`config.mk`:
```
export PLATFORM = sky130hd
export DESIGN_NAME = sixteen_bit_counter
export DESIGN_NICKNAME = d
export VERILOG_FILES = /design/src/sixteen_bit_timer_pkg.sv /design/src/sixteen_bit_counter.sv
export SDC_FILE = /design/constraint.sdc
export NUM_CORES = 1
export LEC_CHECK = 0
export BUFFER_PORTS_ARGS = -buffer_cell sky130_fd_sc_hd__buf_2
export CORE_MARGIN = 4
export CORE_UTILIZATION = 50
export CTS_BUF_LIST = sky130_fd_sc_hd__clkbuf_16
export CTS_CLUSTER_SIZE = 28
export DETAILED_ROUTE_END_ITERATION = 10
export PLACE_DENSITY_LB_ADDON = 0.2
export RECOVER_POWER = 100
export SLEW_MARGIN = 20
export SYNTH_ARGS = -nofsm -noshare
export SYNTH_HDL_FRONTEND = slang
export SYNTH_SLANG_ARGS = --single-unit
```
`constraint.sdc`:
```
create_clock -name clk_i -period 2.8 [get_ports clk_i]
set_input_delay 0.28 -clock clk_i [delete_from_list [all_inputs] [get_ports clk_i]]
set_output_delay 0.28 -clock clk_i [all_outputs]
set_load 0.005 [all_outputs]
```
`src/sixteen_bit_timer_pkg.sv`:
```
// Purpose: constants and carrier types of the 16-bit timer/counter
// Assumes: APB slave, 32-bit data, one aligned word per register
// Notes:   count byte and control registers hold 8 bits in the low lane
package sixteen_bit_timer_pkg;
	localparam logic [7:0] ADDR_CTRL     = 8'h00;
	localparam logic [7:0] ADDR_CNT_LO   = 8'h04;
	localparam logic [7:0] ADDR_CNT_HI   = 8'h08;
	localparam logic [7:0] ADDR_CMP_VAL  = 8'h0C;
	localparam logic [7:0] ADDR_CMP_MODE = 8'h10;
	localparam logic [7:0] ADDR_STATUS   = 8'h14;
	localparam logic [7:0] ADDR_MASK     = 8'h18;
	localparam logic [7:0] ADDR_PORT_DIR = 8'h1C;

	localparam logic [3:0]  CMP_MODE_TRIGGER = 4'hB;
	localparam logic [15:0] COUNT_MAX        = 16'hFFFF;
	localparam logic [1:0]  PORT_DIR_RESET   = 2'h3;
	localparam int          STATUS_OVF_BIT   = 0;
	localparam int          INSTR_DIV        = 4;

	// control register layout, bit 7 down to bit 0
	typedef struct packed {
		logic       wide_access_mode;
		logic       unused6;
		logic [1:0] input_prescale_sel;
		logic       low_power_osc_enable;
		logic       ext_clock_sync_sel;
		logic       count_clock_source_sel;
		logic       counter_on;
	} ctrl_t;

	localparam ctrl_t CTRL_RESET = 8'h00;
endpackage : sixteen_bit_timer_pkg

```
`src/sixteen_bit_counter.sv`:
```
// Purpose: 16-bit up counter with prescaler, compare trigger and wide access
// Assumes: clk_i at 250 MHz; instruction cycle is a divided enable pulse
// Notes:   pins are synchronised by two flops before any logic reads them
//
// The register offsets and the APB slave port were decided locally.
`timescale 1ns/10ps
module sixteen_bit_counter #(
	parameter int INSTR_DIV = sixteen_bit_timer_pkg::INSTR_DIV
) (
	input  wire logic        clk_i,
	input  wire logic        rst_i,
	input  wire logic        psel_i,
	input  wire logic        penable_i,
	input  wire logic        pwrite_i,
	input  wire logic [7:0]  paddr_i,
	input  wire logic [31:0] pwdata_i,
	output logic [31:0]      prdata_o,
	output logic             pready_o,
	output logic             pslverr_o,
	input  wire logic        ext_count_clock_pin_i,
	input  wire logic        osc_input_pin_i,
	input  wire logic        sleep_i,
	input  wire logic        adc_enable_i,
	output logic [1:0]       port_c_oe_o,
	output logic             conversion_start_o,
	output logic             irq_o
);
	sixteen_bit_timer_pkg::ctrl_t ctrl_q;
	logic [15:0] count_q;
	logic [15:0] count_d;
	logic [7:0]  buf_q;
	logic [15:0] cmp_q;
	logic [3:0]  cmp_mode_q;
	logic [1:0]  port_c_direction_q;
	logic        status_q;
	logic        mask_q;
	logic [2:0]  pre_q;
	logic [1:0]  div_q;
	logic        match_prev_q;
	logic [1:0]  sync1_q;
	logic [1:0]  sync2_q;
	logic        sel_prev_q;
	logic [31:0] prdata_q;
	logic        pready_q;
	logic        pslverr_q;
	logic        irq_q;
	logic        conv_q;
	logic [1:0]  port_oe_q;

	// bus phase decode
	wire setup_w  = psel_i & ~penable_i;
	wire access_w = psel_i & penable_i & pready_q;
	wire wr_w     = access_w & pwrite_i;
	wire wr_ctrl  = wr_w & (paddr_i == sixteen_bit_timer_pkg::ADDR_CTRL);
	wire wr_lo    = wr_w & (paddr_i == sixteen_bit_timer_pkg::ADDR_CNT_LO);
	wire wr_hi    = wr_w & (paddr_i == sixteen_bit_timer_pkg::ADDR_CNT_HI);
	wire wr_cmp   = wr_w & (paddr_i == sixteen_bit_timer_pkg::ADDR_CMP_VAL);
	wire wr_mode  = wr_w & (paddr_i == sixteen_bit_timer_pkg::ADDR_CMP_MODE);
	wire wr_stat  = wr_w & (paddr_i == sixteen_bit_timer_pkg::ADDR_STATUS);
	wire wr_mask  = wr_w & (paddr_i == sixteen_bit_timer_pkg::ADDR_MASK);
	wire wr_dir   = wr_w & (paddr_i == sixteen_bit_timer_pkg::ADDR_PORT_DIR);
	wire rd_lo    = setup_w & ~pwrite_i & (paddr_i == sixteen_bit_timer_pkg::ADDR_CNT_LO);
	wire wide     = ctrl_q.wide_access_mode;
	wire mapped_w = (paddr_i[7:5] == 3'h0) & (paddr_i[1:0] == 2'h0);

	// read mux; the high address shows the buffer in wide mode
	logic [7:0] rd_byte;
	always_comb begin
		rd_byte = 8'h00;
		case (paddr_i)
			sixteen_bit_timer_pkg::ADDR_CTRL:     rd_byte = ctrl_q & 8'hBF;
			sixteen_bit_timer_pkg::ADDR_CNT_LO:   rd_byte = count_q[7:0];
			sixteen_bit_timer_pkg::ADDR_CNT_HI:   rd_byte = wide ? buf_q : count_q[15:8];
			sixteen_bit_timer_pkg::ADDR_CMP_MODE: rd_byte = {4'h0, cmp_mode_q};
			sixteen_bit_timer_pkg::ADDR_STATUS:   rd_byte = {7'h00, status_q};
			sixteen_bit_timer_pkg::ADDR_MASK:     rd_byte = {7'h00, mask_q};
			sixteen_bit_timer_pkg::ADDR_PORT_DIR: rd_byte = {6'h00, port_c_direction_q};
			default:                              rd_byte = 8'h00;
		endcase
	end
	wire [31:0] rd_word = (paddr_i == sixteen_bit_timer_pkg::ADDR_CMP_VAL) ?
		{16'h0000, cmp_q} : {24'h000000, rd_byte};

	// instruction cycle enable from the clock divider
	wire instr_tick = (div_q == 2'(INSTR_DIV - 1));
	always_ff @(posedge clk_i) begin
		if (rst_i) div_q <= 2'h0;
		else       div_q <= instr_tick ? 2'h0 : div_q + 2'h1;
	end

	// two-flop synchronisers for both pins
	wire [1:0] pins_w = {osc_input_pin_i, ext_count_clock_pin_i};
	genvar gi;
	generate
		for (gi = 0; gi < 2; gi++) begin : g_sync
			always_ff @(posedge clk_i) begin
				if (rst_i) begin
					sync1_q[gi] <= 1'b0;
					sync2_q[gi] <= 1'b0;
				end else begin
					sync1_q[gi] <= pins_w[gi];
					sync2_q[gi] <= sync1_q[gi];
				end
			end
		end
	endgenerate

	// count clock selection and prescaler
	wire sel_pin  = ctrl_q.low_power_osc_enable ? sync2_q[1] : sync2_q[0];
	wire ext_rise = sel_pin & ~sel_prev_q;
	wire asyn     = ctrl_q.ext_clock_sync_sel;
	wire ext_tick = ext_rise & (asyn | ~sleep_i);
	wire src_tick = ctrl_q.count_clock_source_sel ? ext_tick : (instr_tick & ~sleep_i);
	wire cnt_tick = ctrl_q.counter_on & src_tick;
	logic [2:0] pre_mask;
	always_comb begin
		case (ctrl_q.input_prescale_sel)
			2'h0:    pre_mask = 3'h0;
			2'h1:    pre_mask = 3'h1;
			2'h2:    pre_mask = 3'h3;
			default: pre_mask = 3'h7;
		endcase
	end
	wire inc_w = cnt_tick & ((pre_q & pre_mask) == pre_mask);

	// compare trigger on the first cycle of a match
	wire match_w = (cmp_mode_q == sixteen_bit_timer_pkg::CMP_MODE_TRIGGER) & (count_q == cmp_q);
	wire trig_w  = match_w & ~match_prev_q;
	wire wr_cnt  = wr_lo | (wr_hi & ~wide);
	wire ovf_w   = inc_w & (count_q == sixteen_bit_timer_pkg::COUNT_MAX) & ~wr_cnt & ~trig_w;

	// next count: writes, then trigger reset, then increment
	always_comb begin
		count_d = count_q;
		if (wr_lo) begin
			count_d[7:0] = pwdata_i[7:0];
			if (wide) count_d[15:8] = buf_q;
		end else if (wr_hi & ~wide) begin
			count_d[15:8] = pwdata_i[7:0];
		end else if (trig_w) begin
			count_d = 16'h0000;
		end else if (inc_w) begin
			count_d = count_q + 16'h0001;
		end
	end

	// counter, prescaler and edge history
	always_ff @(posedge clk_i) begin
		if (rst_i) begin
			count_q      <= 16'h0000;
			pre_q        <= 3'h0;
			sel_prev_q   <= 1'b0;
			match_prev_q <= 1'b0;
		end else begin
			count_q      <= count_d;
			pre_q        <= wr_lo ? 3'h0 : (cnt_tick ? pre_q + 3'h1 : pre_q);
			sel_prev_q   <= sel_pin;
			match_prev_q <= match_w;
		end
	end

	// buffer: loaded in wide mode only, by low reads and by high writes
	always_ff @(posedge clk_i) begin
		if (rst_i)                buf_q <= 8'h00;
		else if (wr_hi & wide)    buf_q <= pwdata_i[7:0];
		else if (rd_lo & wide)    buf_q <= count_q[15:8];
	end

	// software registers
	always_ff @(posedge clk_i) begin
		if (rst_i) begin
			ctrl_q             <= sixteen_bit_timer_pkg::CTRL_RESET;
			cmp_q              <= 16'h0000;
			cmp_mode_q         <= 4'h0;
			mask_q             <= 1'b0;
			port_c_direction_q <= sixteen_bit_timer_pkg::PORT_DIR_RESET;
		end else begin
			if (wr_ctrl) ctrl_q             <= pwdata_i[7:0] & 8'hBF;
			if (wr_cmp)  cmp_q              <= pwdata_i[15:0];
			if (wr_mode) cmp_mode_q         <= pwdata_i[3:0];
			if (wr_mask) mask_q             <= pwdata_i[sixteen_bit_timer_pkg::STATUS_OVF_BIT];
			if (wr_dir)  port_c_direction_q <= pwdata_i[1:0];
		end
	end

	// sticky overflow flag; a new overflow beats a write-one clear
	wire clr_w = wr_stat & pwdata_i[sixteen_bit_timer_pkg::STATUS_OVF_BIT];
	always_ff @(posedge clk_i) begin
		if (rst_i)      status_q <= 1'b0;
		else if (ovf_w) status_q <= 1'b1;
		else if (clr_w) status_q <= 1'b0;
	end

	// registered outputs
	always_ff @(posedge clk_i) begin
		if (rst_i) begin
			prdata_q  <= 32'h00000000;
			pready_q  <= 1'b0;
			pslverr_q <= 1'b0;
			irq_q     <= 1'b0;
			conv_q    <= 1'b0;
			port_oe_q <= 2'h0;
		end else begin
			pready_q  <= setup_w;
			pslverr_q <= setup_w & ~mapped_w;
			if (setup_w) prdata_q <= pwrite_i ? 32'h00000000 : rd_word;
			irq_q     <= status_q & mask_q;
			conv_q    <= trig_w & adc_enable_i;
			port_oe_q <= ctrl_q.low_power_osc_enable ? 2'h0 : ~port_c_direction_q;
		end
	end

	assign prdata_o           = prdata_q;
	assign pready_o           = pready_q;
	assign pslverr_o          = pslverr_q;
	assign irq_o              = irq_q;
	assign conversion_start_o = conv_q;
	assign port_c_oe_o        = port_oe_q;

	// checks beside the logic
	a_hold_off: assert property (@(posedge clk_i) disable iff (rst_i)
		(!ctrl_q.counter_on && !wr_cnt && !trig_w) |=> $stable(count_q))
		else $error("count moved while counter off");
	a_timer_rate: assert property (@(posedge clk_i) disable iff (rst_i)
		(!ctrl_q.count_clock_source_sel && !instr_tick && !wr_cnt && !trig_w)
		|=> $stable(count_q))
		else $error("timer counted off an instruction cycle");
	a_osc_pins: assert property (@(posedge clk_i) disable iff (rst_i)
		ctrl_q.low_power_osc_enable |=> (port_c_oe_o == 2'h0))
		else $error("oscillator pin driven");
	a_trig_reset: assert property (@(posedge clk_i) disable iff (rst_i)
		(trig_w && !wr_cnt) |=> (count_q == 16'h0000) && (conversion_start_o == $past(adc_enable_i)))
		else $error("trigger reset or conversion wrong");
	a_trig_noflag: assert property (@(posedge clk_i) disable iff (rst_i)
		(trig_w && !status_q) |=> !status_q)
		else $error("trigger set overflow flag");
	a_write_wins: assert property (@(posedge clk_i) disable iff (rst_i)
		(wr_lo && trig_w) |=> (count_q[7:0] == $past(pwdata_i[7:0])))
		else $error("trigger beat a count write");
	a_wrap_flag: assert property (@(posedge clk_i) disable iff (rst_i)
		ovf_w |=> (count_q == 16'h0000) && status_q ##1 (irq_o == $past(mask_q)))
		else $error("wrap did not latch flag");
	a_irq_gate: assert property (@(posedge clk_i) disable iff (rst_i)
		!(status_q && mask_q) |=> !irq_o)
		else $error("interrupt without enabled flag");
	a_buf_copy: assert property (@(posedge clk_i) disable iff (rst_i)
		(rd_lo && wide) |=> (buf_q == $past(count_q[15:8])))
		else $error("low read did not copy high byte");
	a_hi_buffer: assert property (@(posedge clk_i) disable iff (rst_i)
		(wr_hi && wide && !trig_w && !inc_w) |=> $stable(count_q) && (buf_q == $past(pwdata_i[7:0])))
		else $error("wide high write touched live byte");
	a_pre_keep: assert property (@(posedge clk_i) disable iff (rst_i)
		(wr_hi && !cnt_tick) |=> $stable(pre_q))
		else $error("high write changed prescaler");
	a_sleep_timer: assert property (@(posedge clk_i) disable iff (rst_i)
		(sleep_i && !ctrl_q.count_clock_source_sel && !wr_cnt && !trig_w) |=> $stable(count_q))
		else $error("timer mode counted in sleep");
	// timer mode steps by one on an instruction tick at 1:1
	a_timer_step: assert property (@(posedge clk_i) disable iff (rst_i)
		(!ctrl_q.count_clock_source_sel && ctrl_q.counter_on && instr_tick && !sleep_i
		&& (ctrl_q.input_prescale_sel == 2'h0) && !wr_cnt && !trig_w) |=> (count_q == $past(count_q) + 16'h0001))
		else $error("timer missed an instruction tick");
	// asynchronous counter steps on an edge even in sleep
	a_async_count: assert property (@(posedge clk_i) disable iff (rst_i)
		(ctrl_q.count_clock_source_sel && asyn && ctrl_q.counter_on && ext_rise
		&& (ctrl_q.input_prescale_sel == 2'h0) && !wr_cnt && !trig_w) |=> (count_q == $past(count_q) + 16'h0001))
		else $error("asynchronous counter missed an edge");
	// external mode holds without an edge
	a_ext_hold: assert property (@(posedge clk_i) disable iff (rst_i)
		(ctrl_q.count_clock_source_sel && !ext_tick && !wr_cnt && !trig_w)
		|=> $stable(count_q))
		else $error("external mode counted without an edge");
	// ticks that the prescaler swallows leave the count alone
	a_prescale_skip: assert property (@(posedge clk_i) disable iff (rst_i)
		(cnt_tick && ((pre_q & pre_mask) != pre_mask) && !wr_cnt && !trig_w)
		|=> $stable(count_q))
		else $error("prescaler passed a tick early");
	// low byte write clears the prescaler
	a_pre_clear: assert property (@(posedge clk_i) disable iff (rst_i)
		wr_lo
		|=> (pre_q == 3'h0))
		else $error("low write kept prescaler");
	// prescaler moves only on a tick or a low write
	a_pre_hold: assert property (@(posedge clk_i) disable iff (rst_i)
		(!cnt_tick && !wr_lo)
		|=> $stable(pre_q))
		else $error("prescaler moved without a tick");
	// buffer changes only through wide high writes and low reads
	a_buf_hold: assert property (@(posedge clk_i) disable iff (rst_i)
		(!wide || (!wr_hi && !rd_lo))
		|=> $stable(buf_q))
		else $error("buffer changed on its own");
	// wide high read returns the buffer
	a_hi_read: assert property (@(posedge clk_i) disable iff (rst_i)
		(setup_w && !pwrite_i && wide && (paddr_i == sixteen_bit_timer_pkg::ADDR_CNT_HI))
		|=> (prdata_o[7:0] == $past(buf_q)))
		else $error("wide high read bypassed buffer");
	// read data is the word selected at setup
	a_read_data: assert property (@(posedge clk_i) disable iff (rst_i)
		(setup_w && !pwrite_i)
		|=> (prdata_o == $past(rd_word)))
		else $error("read data not captured at setup");
	// writes return zero data
	a_write_zero: assert property (@(posedge clk_i) disable iff (rst_i)
		(setup_w && pwrite_i)
		|=> (prdata_o == 32'h00000000))
		else $error("write returned data");
	// ready follows every setup
	a_ready_after: assert property (@(posedge clk_i) disable iff (rst_i)
		setup_w
		|=> pready_o)
		else $error("no ready after setup");
	// ready never stands without a setup before it
	a_ready_only: assert property (@(posedge clk_i) disable iff (rst_i)
		!setup_w
		|=> !pready_o)
		else $error("ready without setup");
	// unmapped addresses answer with an error
	a_err_unmapped: assert property (@(posedge clk_i) disable iff (rst_i)
		(setup_w && !mapped_w)
		|=> pslverr_o)
		else $error("unmapped address without error");
	// mapped addresses answer cleanly
	a_err_mapped: assert property (@(posedge clk_i) disable iff (rst_i)
		!(setup_w && !mapped_w)
		|=> !pslverr_o)
		else $error("error on a mapped address");
	// compare pair takes the written word
	a_cmp_write: assert property (@(posedge clk_i) disable iff (rst_i)
		wr_cmp
		|=> (cmp_q == $past(pwdata_i[15:0])))
		else $error("compare pair not written");
	// wide low write loads both bytes at once
	a_wide_write: assert property (@(posedge clk_i) disable iff (rst_i)
		(wr_lo && wide)
		|=> (count_q == {$past(buf_q), $past(pwdata_i[7:0])}))
		else $error("wide low write lost a byte");
	// narrow high write reaches the live byte
	a_narrow_high: assert property (@(posedge clk_i) disable iff (rst_i)
		(wr_hi && !wide)
		|=> (count_q[15:8] == $past(pwdata_i[7:0])))
		else $error("narrow high write lost");
	// narrow low write leaves the high byte
	a_lo_write: assert property (@(posedge clk_i) disable iff (rst_i)
		(wr_lo && !wide)
		|=> (count_q == {$past(count_q[15:8]), $past(pwdata_i[7:0])}))
		else $error("narrow low write wrong");
	// write one clears the flag when no overflow competes
	a_flag_clear: assert property (@(posedge clk_i) disable iff (rst_i)
		(clr_w && !ovf_w)
		|=> !status_q)
		else $error("flag not cleared");
	// flag stays until cleared
	a_flag_sticky: assert property (@(posedge clk_i) disable iff (rst_i)
		(status_q && !clr_w)
		|=> status_q)
		else $error("flag dropped by itself");
	// only an overflow sets the flag
	a_flag_source: assert property (@(posedge clk_i) disable iff (rst_i)
		(!status_q && !ovf_w)
		|=> !status_q)
		else $error("flag set without overflow");
	// enabled flag raises the interrupt
	a_irq_level: assert property (@(posedge clk_i) disable iff (rst_i)
		(status_q && mask_q)
		|=> irq_o)
		else $error("enabled flag without interrupt");
	// conversion start only after a trigger
	a_conv_gate: assert property (@(posedge clk_i) disable iff (rst_i)
		!trig_w
		|=> !conversion_start_o)
		else $error("conversion without trigger");
	// conversion start is a single pulse
	a_conv_pulse: assert property (@(posedge clk_i) disable iff (rst_i)
		conversion_start_o
		|=> !conversion_start_o)
		else $error("conversion start too long");
	// pin enables follow the directions while the oscillator is off
	a_oe_follow: assert property (@(posedge clk_i) disable iff (rst_i)
		!ctrl_q.low_power_osc_enable
		|=> (port_c_oe_o == ~$past(port_c_direction_q)))
		else $error("pin enable ignores direction");
	// synchronous counter stops in sleep
	a_sync_sleep: assert property (@(posedge clk_i) disable iff (rst_i)
		(ctrl_q.count_clock_source_sel && !asyn && sleep_i && !wr_cnt && !trig_w)
		|=> $stable(count_q))
		else $error("synchronous counter ran in sleep");
	// instruction ticks are single cycles
	a_tick_gap: assert property (@(posedge clk_i) disable iff (rst_i)
		instr_tick
		|=> !instr_tick)
		else $error("instruction tick too long");
	// unimplemented control bit stays clear
	a_bit6_zero: assert property (@(posedge clk_i) disable iff (rst_i)
		!ctrl_q.unused6)
		else $error("unimplemented control bit set");
endmodule : sixteen_bit_counter

```
==> results.py <==
metrics = {
    "global_route": {
        "grt_pass1_wl_um": 23520,
        "first_global_vias": 4312,
        "grtUsageTotal": 0.2679,
        "grt_overflow": 0,
        "grt_max_degree": 32,
        "antenna_found_initial": 0,
    },
    "timing": {
        "fmax_mhz": 381.1,
        "clock_skew_ns": 0.009050,
        "setup_viol": 0,
        "finalSetupTns_ns": 0,
        "final_max_slew_viol_count": 0,
        "hold_viol": 0,
        "rsz0062_at_grt": "no",
        "finalCriticalPeriod_ns": 2.624,
        "worst_hold_slack_ns": 0.1470,
        "finalCritPeriodShare": 0.9372,
        "worst_slew_pin_slew_ns": 1.383,
        "maxSlewHeadroom": 0.07811,
    },
    "worst_hold_path": {
        "worstHoldStart": "ext_count_clock_pin_i",
        "holdPathStages": 2,
        "holdPathEnd": "sync1_q[0]",
        "hold_class": "in2reg",
    },
    "setup_path": {
        "r2r_slack_ns": 0.18,
        "worstPathMaxFanout": 12,
        "r2r_cells": 6,
        "path_delay_family": "compound AO/OA/AOI/OAI gates",
        "worstSetupStartpointType": "flip-flop",
        "cp.required_ns": 3.02,
        "end_kind": "flip-flop",
        "worstSetupPathType": "reg2reg",
        "crit_chain": "nor2b_1 -> nor4_4 -> nand4_1 -> o41a_1 -> and3_4 -> a211oi_1",
        "critPathBufInv": 0,
        "reg2reg_from": "count_q[13]",
        "critical_path_arrival_ns": 2.84,
        "r2r_end": "count_q[15]",
        "crit_path_max_incr_delay_ns": 0.68,
        "slowest_stage": "o41a_1",
    },
    "floorplanning": {
        "num_rows": 35,
        "boundaryPins": 87,
        "core_mm2": 0.009328,
        "die_area_mm2": 0.01135,
        "start_util": 0.5206,
        "die_h_um": 106.6,
        "die_w_um": 106.6,
    },
    "layout": {
        "stdcell_count": 752,
        "seq_area_mm2": 0.001762,
        "antenna_cells": 0,
        "most-common-layout-cells": "dfxtp_1 (88), nand2_1 (69), nor2_1 (56)",
        "fin_util": 0.5850,
        "multi_input_area_mm2": 0.002756,
        "syn_to_final_growth_pct": 12.37,
        "final.fill_count": 864,
        "drive_gt1_frac": 0.1573,
        "fin_area_mm2": 0.005456,
        "final_common_cell": "dfxtp_1",
        "layout.nets": 670,
    },
    "pwr": {
        "p_per_area_mw_per_mm2": 472.6,
        "ir_worst_vdd_mv": 0.3156,
        "p_leak_uw": 0.002015,
    },
    "placement": {
        "postPlaceCellArea_mm2": 0.005229,
        "dpl.hpwl_um": 11160,
        "port_buffers": 54,
        "place_congestion": 0.9528,
        "place_inst": 736,
    },
    "yosys": {
        "synth_edf_count": 0,
        "syn_area_mm2": 0.004856,
        "synth_ff_type": "dfxtp_1",
        "ys_seq_elements": 88,
        "syn_area_per_cell_um2": 8.640,
        "netlist-cell-type-count": 72,
        "synthCells": 562,
        "ys_warn_count": 0,
        "ys_seq_area_frac": 0.3628,
        "synthArstFlopShare": 0,
    },
    "clock_network": {
        "numCtsBuffers": 9,
        "hold_buffers": 0,
        "clkLatencyLatePin_ns": 0.35,
        "cts_root_buf": "clkbuf_16",
        "clk_pin_slew_ns": 0.07,
        "cts_sinks": 88,
        "cts_setup_buffers": 0,
        "cts_resized": 0,
        "cts_max_level": 3,
        "cts_buffer_depth": 2,
        "cts_tree": "yes",
    },
    "route": {
        "viasPerCell": 6.097,
        "drt-initial-drc-count": 400,
        "route.final.wire_length_um": 14920,
        "wire_per_inst_um": 19.84,
        "via_count": 4585,
        "drtPass1Iterations": 8,
        "drtAntennaViolNets": 0,
        "drcViolationCount": 0,
    },
    "flow_run": {
        "cap_violations": 0,
    },
    "run_status": {
        "status": "completed",
    },
}
-- worst reg2reg max path, stage by stage, from the launching register on --
cell and delay [ns]:
dfxtp_1 0.49, nor2b_1 0.13, nor4_4 0.31, nand4_1 0.23, o41a_1 0.68, and3_4 0.32, a211oi_1 0.35
-- layout make-up --
cell class	instances	share of cell area
Tap cell	129	0.02958
Clock buffer	9	0.04127
Sequential cell	88	0.3229
Clock inverter	7	0.01124
Inverter	10	0.006879
Timing Repair Buffer	84	0.08301
Multi-Input combinational cell	425	0.5052
-- report_power, final --
part           leakage, uW  switching, uW  internal [uW]  total, uW
clock network     0.000140            566            621       1190
registers         0.000710           2.54           1260       1260
logic              0.00116           91.6           38.8        130
total              0.00201            660           1920       2580
-- cells by family (layout without fill, tap and decap cells) --
kind of cell,Yosys count,after routing,synth area share
AO/OA/AOI/OAI,130,130,0.1997
XOR/XNOR,14,14,0.03144
adder cells (fa/ha/maj),3,3,0.007731
buffers and inverters,64,110,0.07885
flip-flops,88,88,0.3628
multiplexers,33,33,0.06880
other,1,16,0.0007723
AND/OR/NAND/NOR,229,229,0.2499
-- per-layer routing --
layer,part of all wire,global-route usage,vias up
met2,0.44,0.4027,240
li1,-,-,2152
met4,0.031,0.1005,0
met1,0.44,0.3684,2157
met5,0,0,-
met3,0.091,0.07043,36
-- flip-flops by register name, indices dropped and copies added (netlist names), 2 cells and up --
signal	flops
port_c_oe_o	2
prdata_o	16
buf_q	8
port_c_direction_q	2
cmp_q	16
count_q	16
ctrl_q	5
sync1_q	2
div_q	2
cmp_mode_q	4
sync2_q	2
pre_q	3
-- worst max path at each step --
stage	from	to	slack, ns	cells past startpoint
floorplan	count_q[2]	count_q[3]	0.68	9
global placement	count_q[13]	count_q[15]	0.28	6
detailed placement	count_q[13]	count_q[15]	0.30	6
CTS	count_q[11]	count_q[15]	0.26	6
global route	count_q[13]	count_q[15]	0.09	6
finish	count_q[13]	count_q[15]	0.18	6
-- cell usage after synthesis, types with 3 or more instances --
| master | n | area (um^2) |
|---|---|---|
| a22o_1 | 3 | 26.28 |
| xnor2_2 | 3 | 48.80 |
| xnor2_1 | 7 | 61.31 |
| nor2_1 | 56 | 210.2 |
| mux2i_1 | 30 | 300.3 |
| nor4_4 | 4 | 85.08 |
| o21ai_0 | 11 | 55.05 |
| a211oi_1 | 10 | 75.07 |
| buf_4 | 18 | 135.1 |
| nor4_1 | 6 | 37.54 |
| nor2b_1 | 11 | 68.82 |
| inv_1 | 9 | 33.78 |
| o2bb2ai_1 | 5 | 43.79 |
| o41a_1 | 3 | 33.78 |
| nor3b_1 | 5 | 37.54 |
| clkbuf_1 | 21 | 78.83 |
| o22ai_1 | 3 | 18.77 |
| a222oi_1 | 7 | 70.07 |
| nand2_1 | 69 | 259.0 |
| mux2_2 | 3 | 33.78 |
| buf_6 | 9 | 101.4 |
| a21oi_1 | 31 | 155.2 |
| and4_1 | 3 | 26.28 |
| a221oi_1 | 8 | 70.07 |
| dfxtp_1 | 88 | 1762 |
| a22oi_1 | 17 | 127.6 |
| or3_1 | 3 | 18.77 |
| xor2_1 | 3 | 26.28 |
| o31a_1 | 3 | 26.28 |
| nand3_1 | 15 | 75.07 |
| and2_1 | 5 | 31.28 |
| o32ai_1 | 6 | 52.55 |
| and3_1 | 7 | 43.79 |
| nand4_1 | 10 | 62.56 |
| buf_2 | 6 | 30.03 |
| ha_1 | 3 | 37.54 |
| nor3_1 | 14 | 70.07 |
-- per-stage QoR --
step	setup slack [ns]	power, uW
6_report	0.1759	2579
5_1_grt	0.08868	2659
4_1_cts	0.2571	2592
3_5_place_dp	0.2965	1420
3_3_place_gp	0.2783	1419
2_1_floorplan	0.6828	1374
Note: power is estimated with default switching activity, not from simulation.
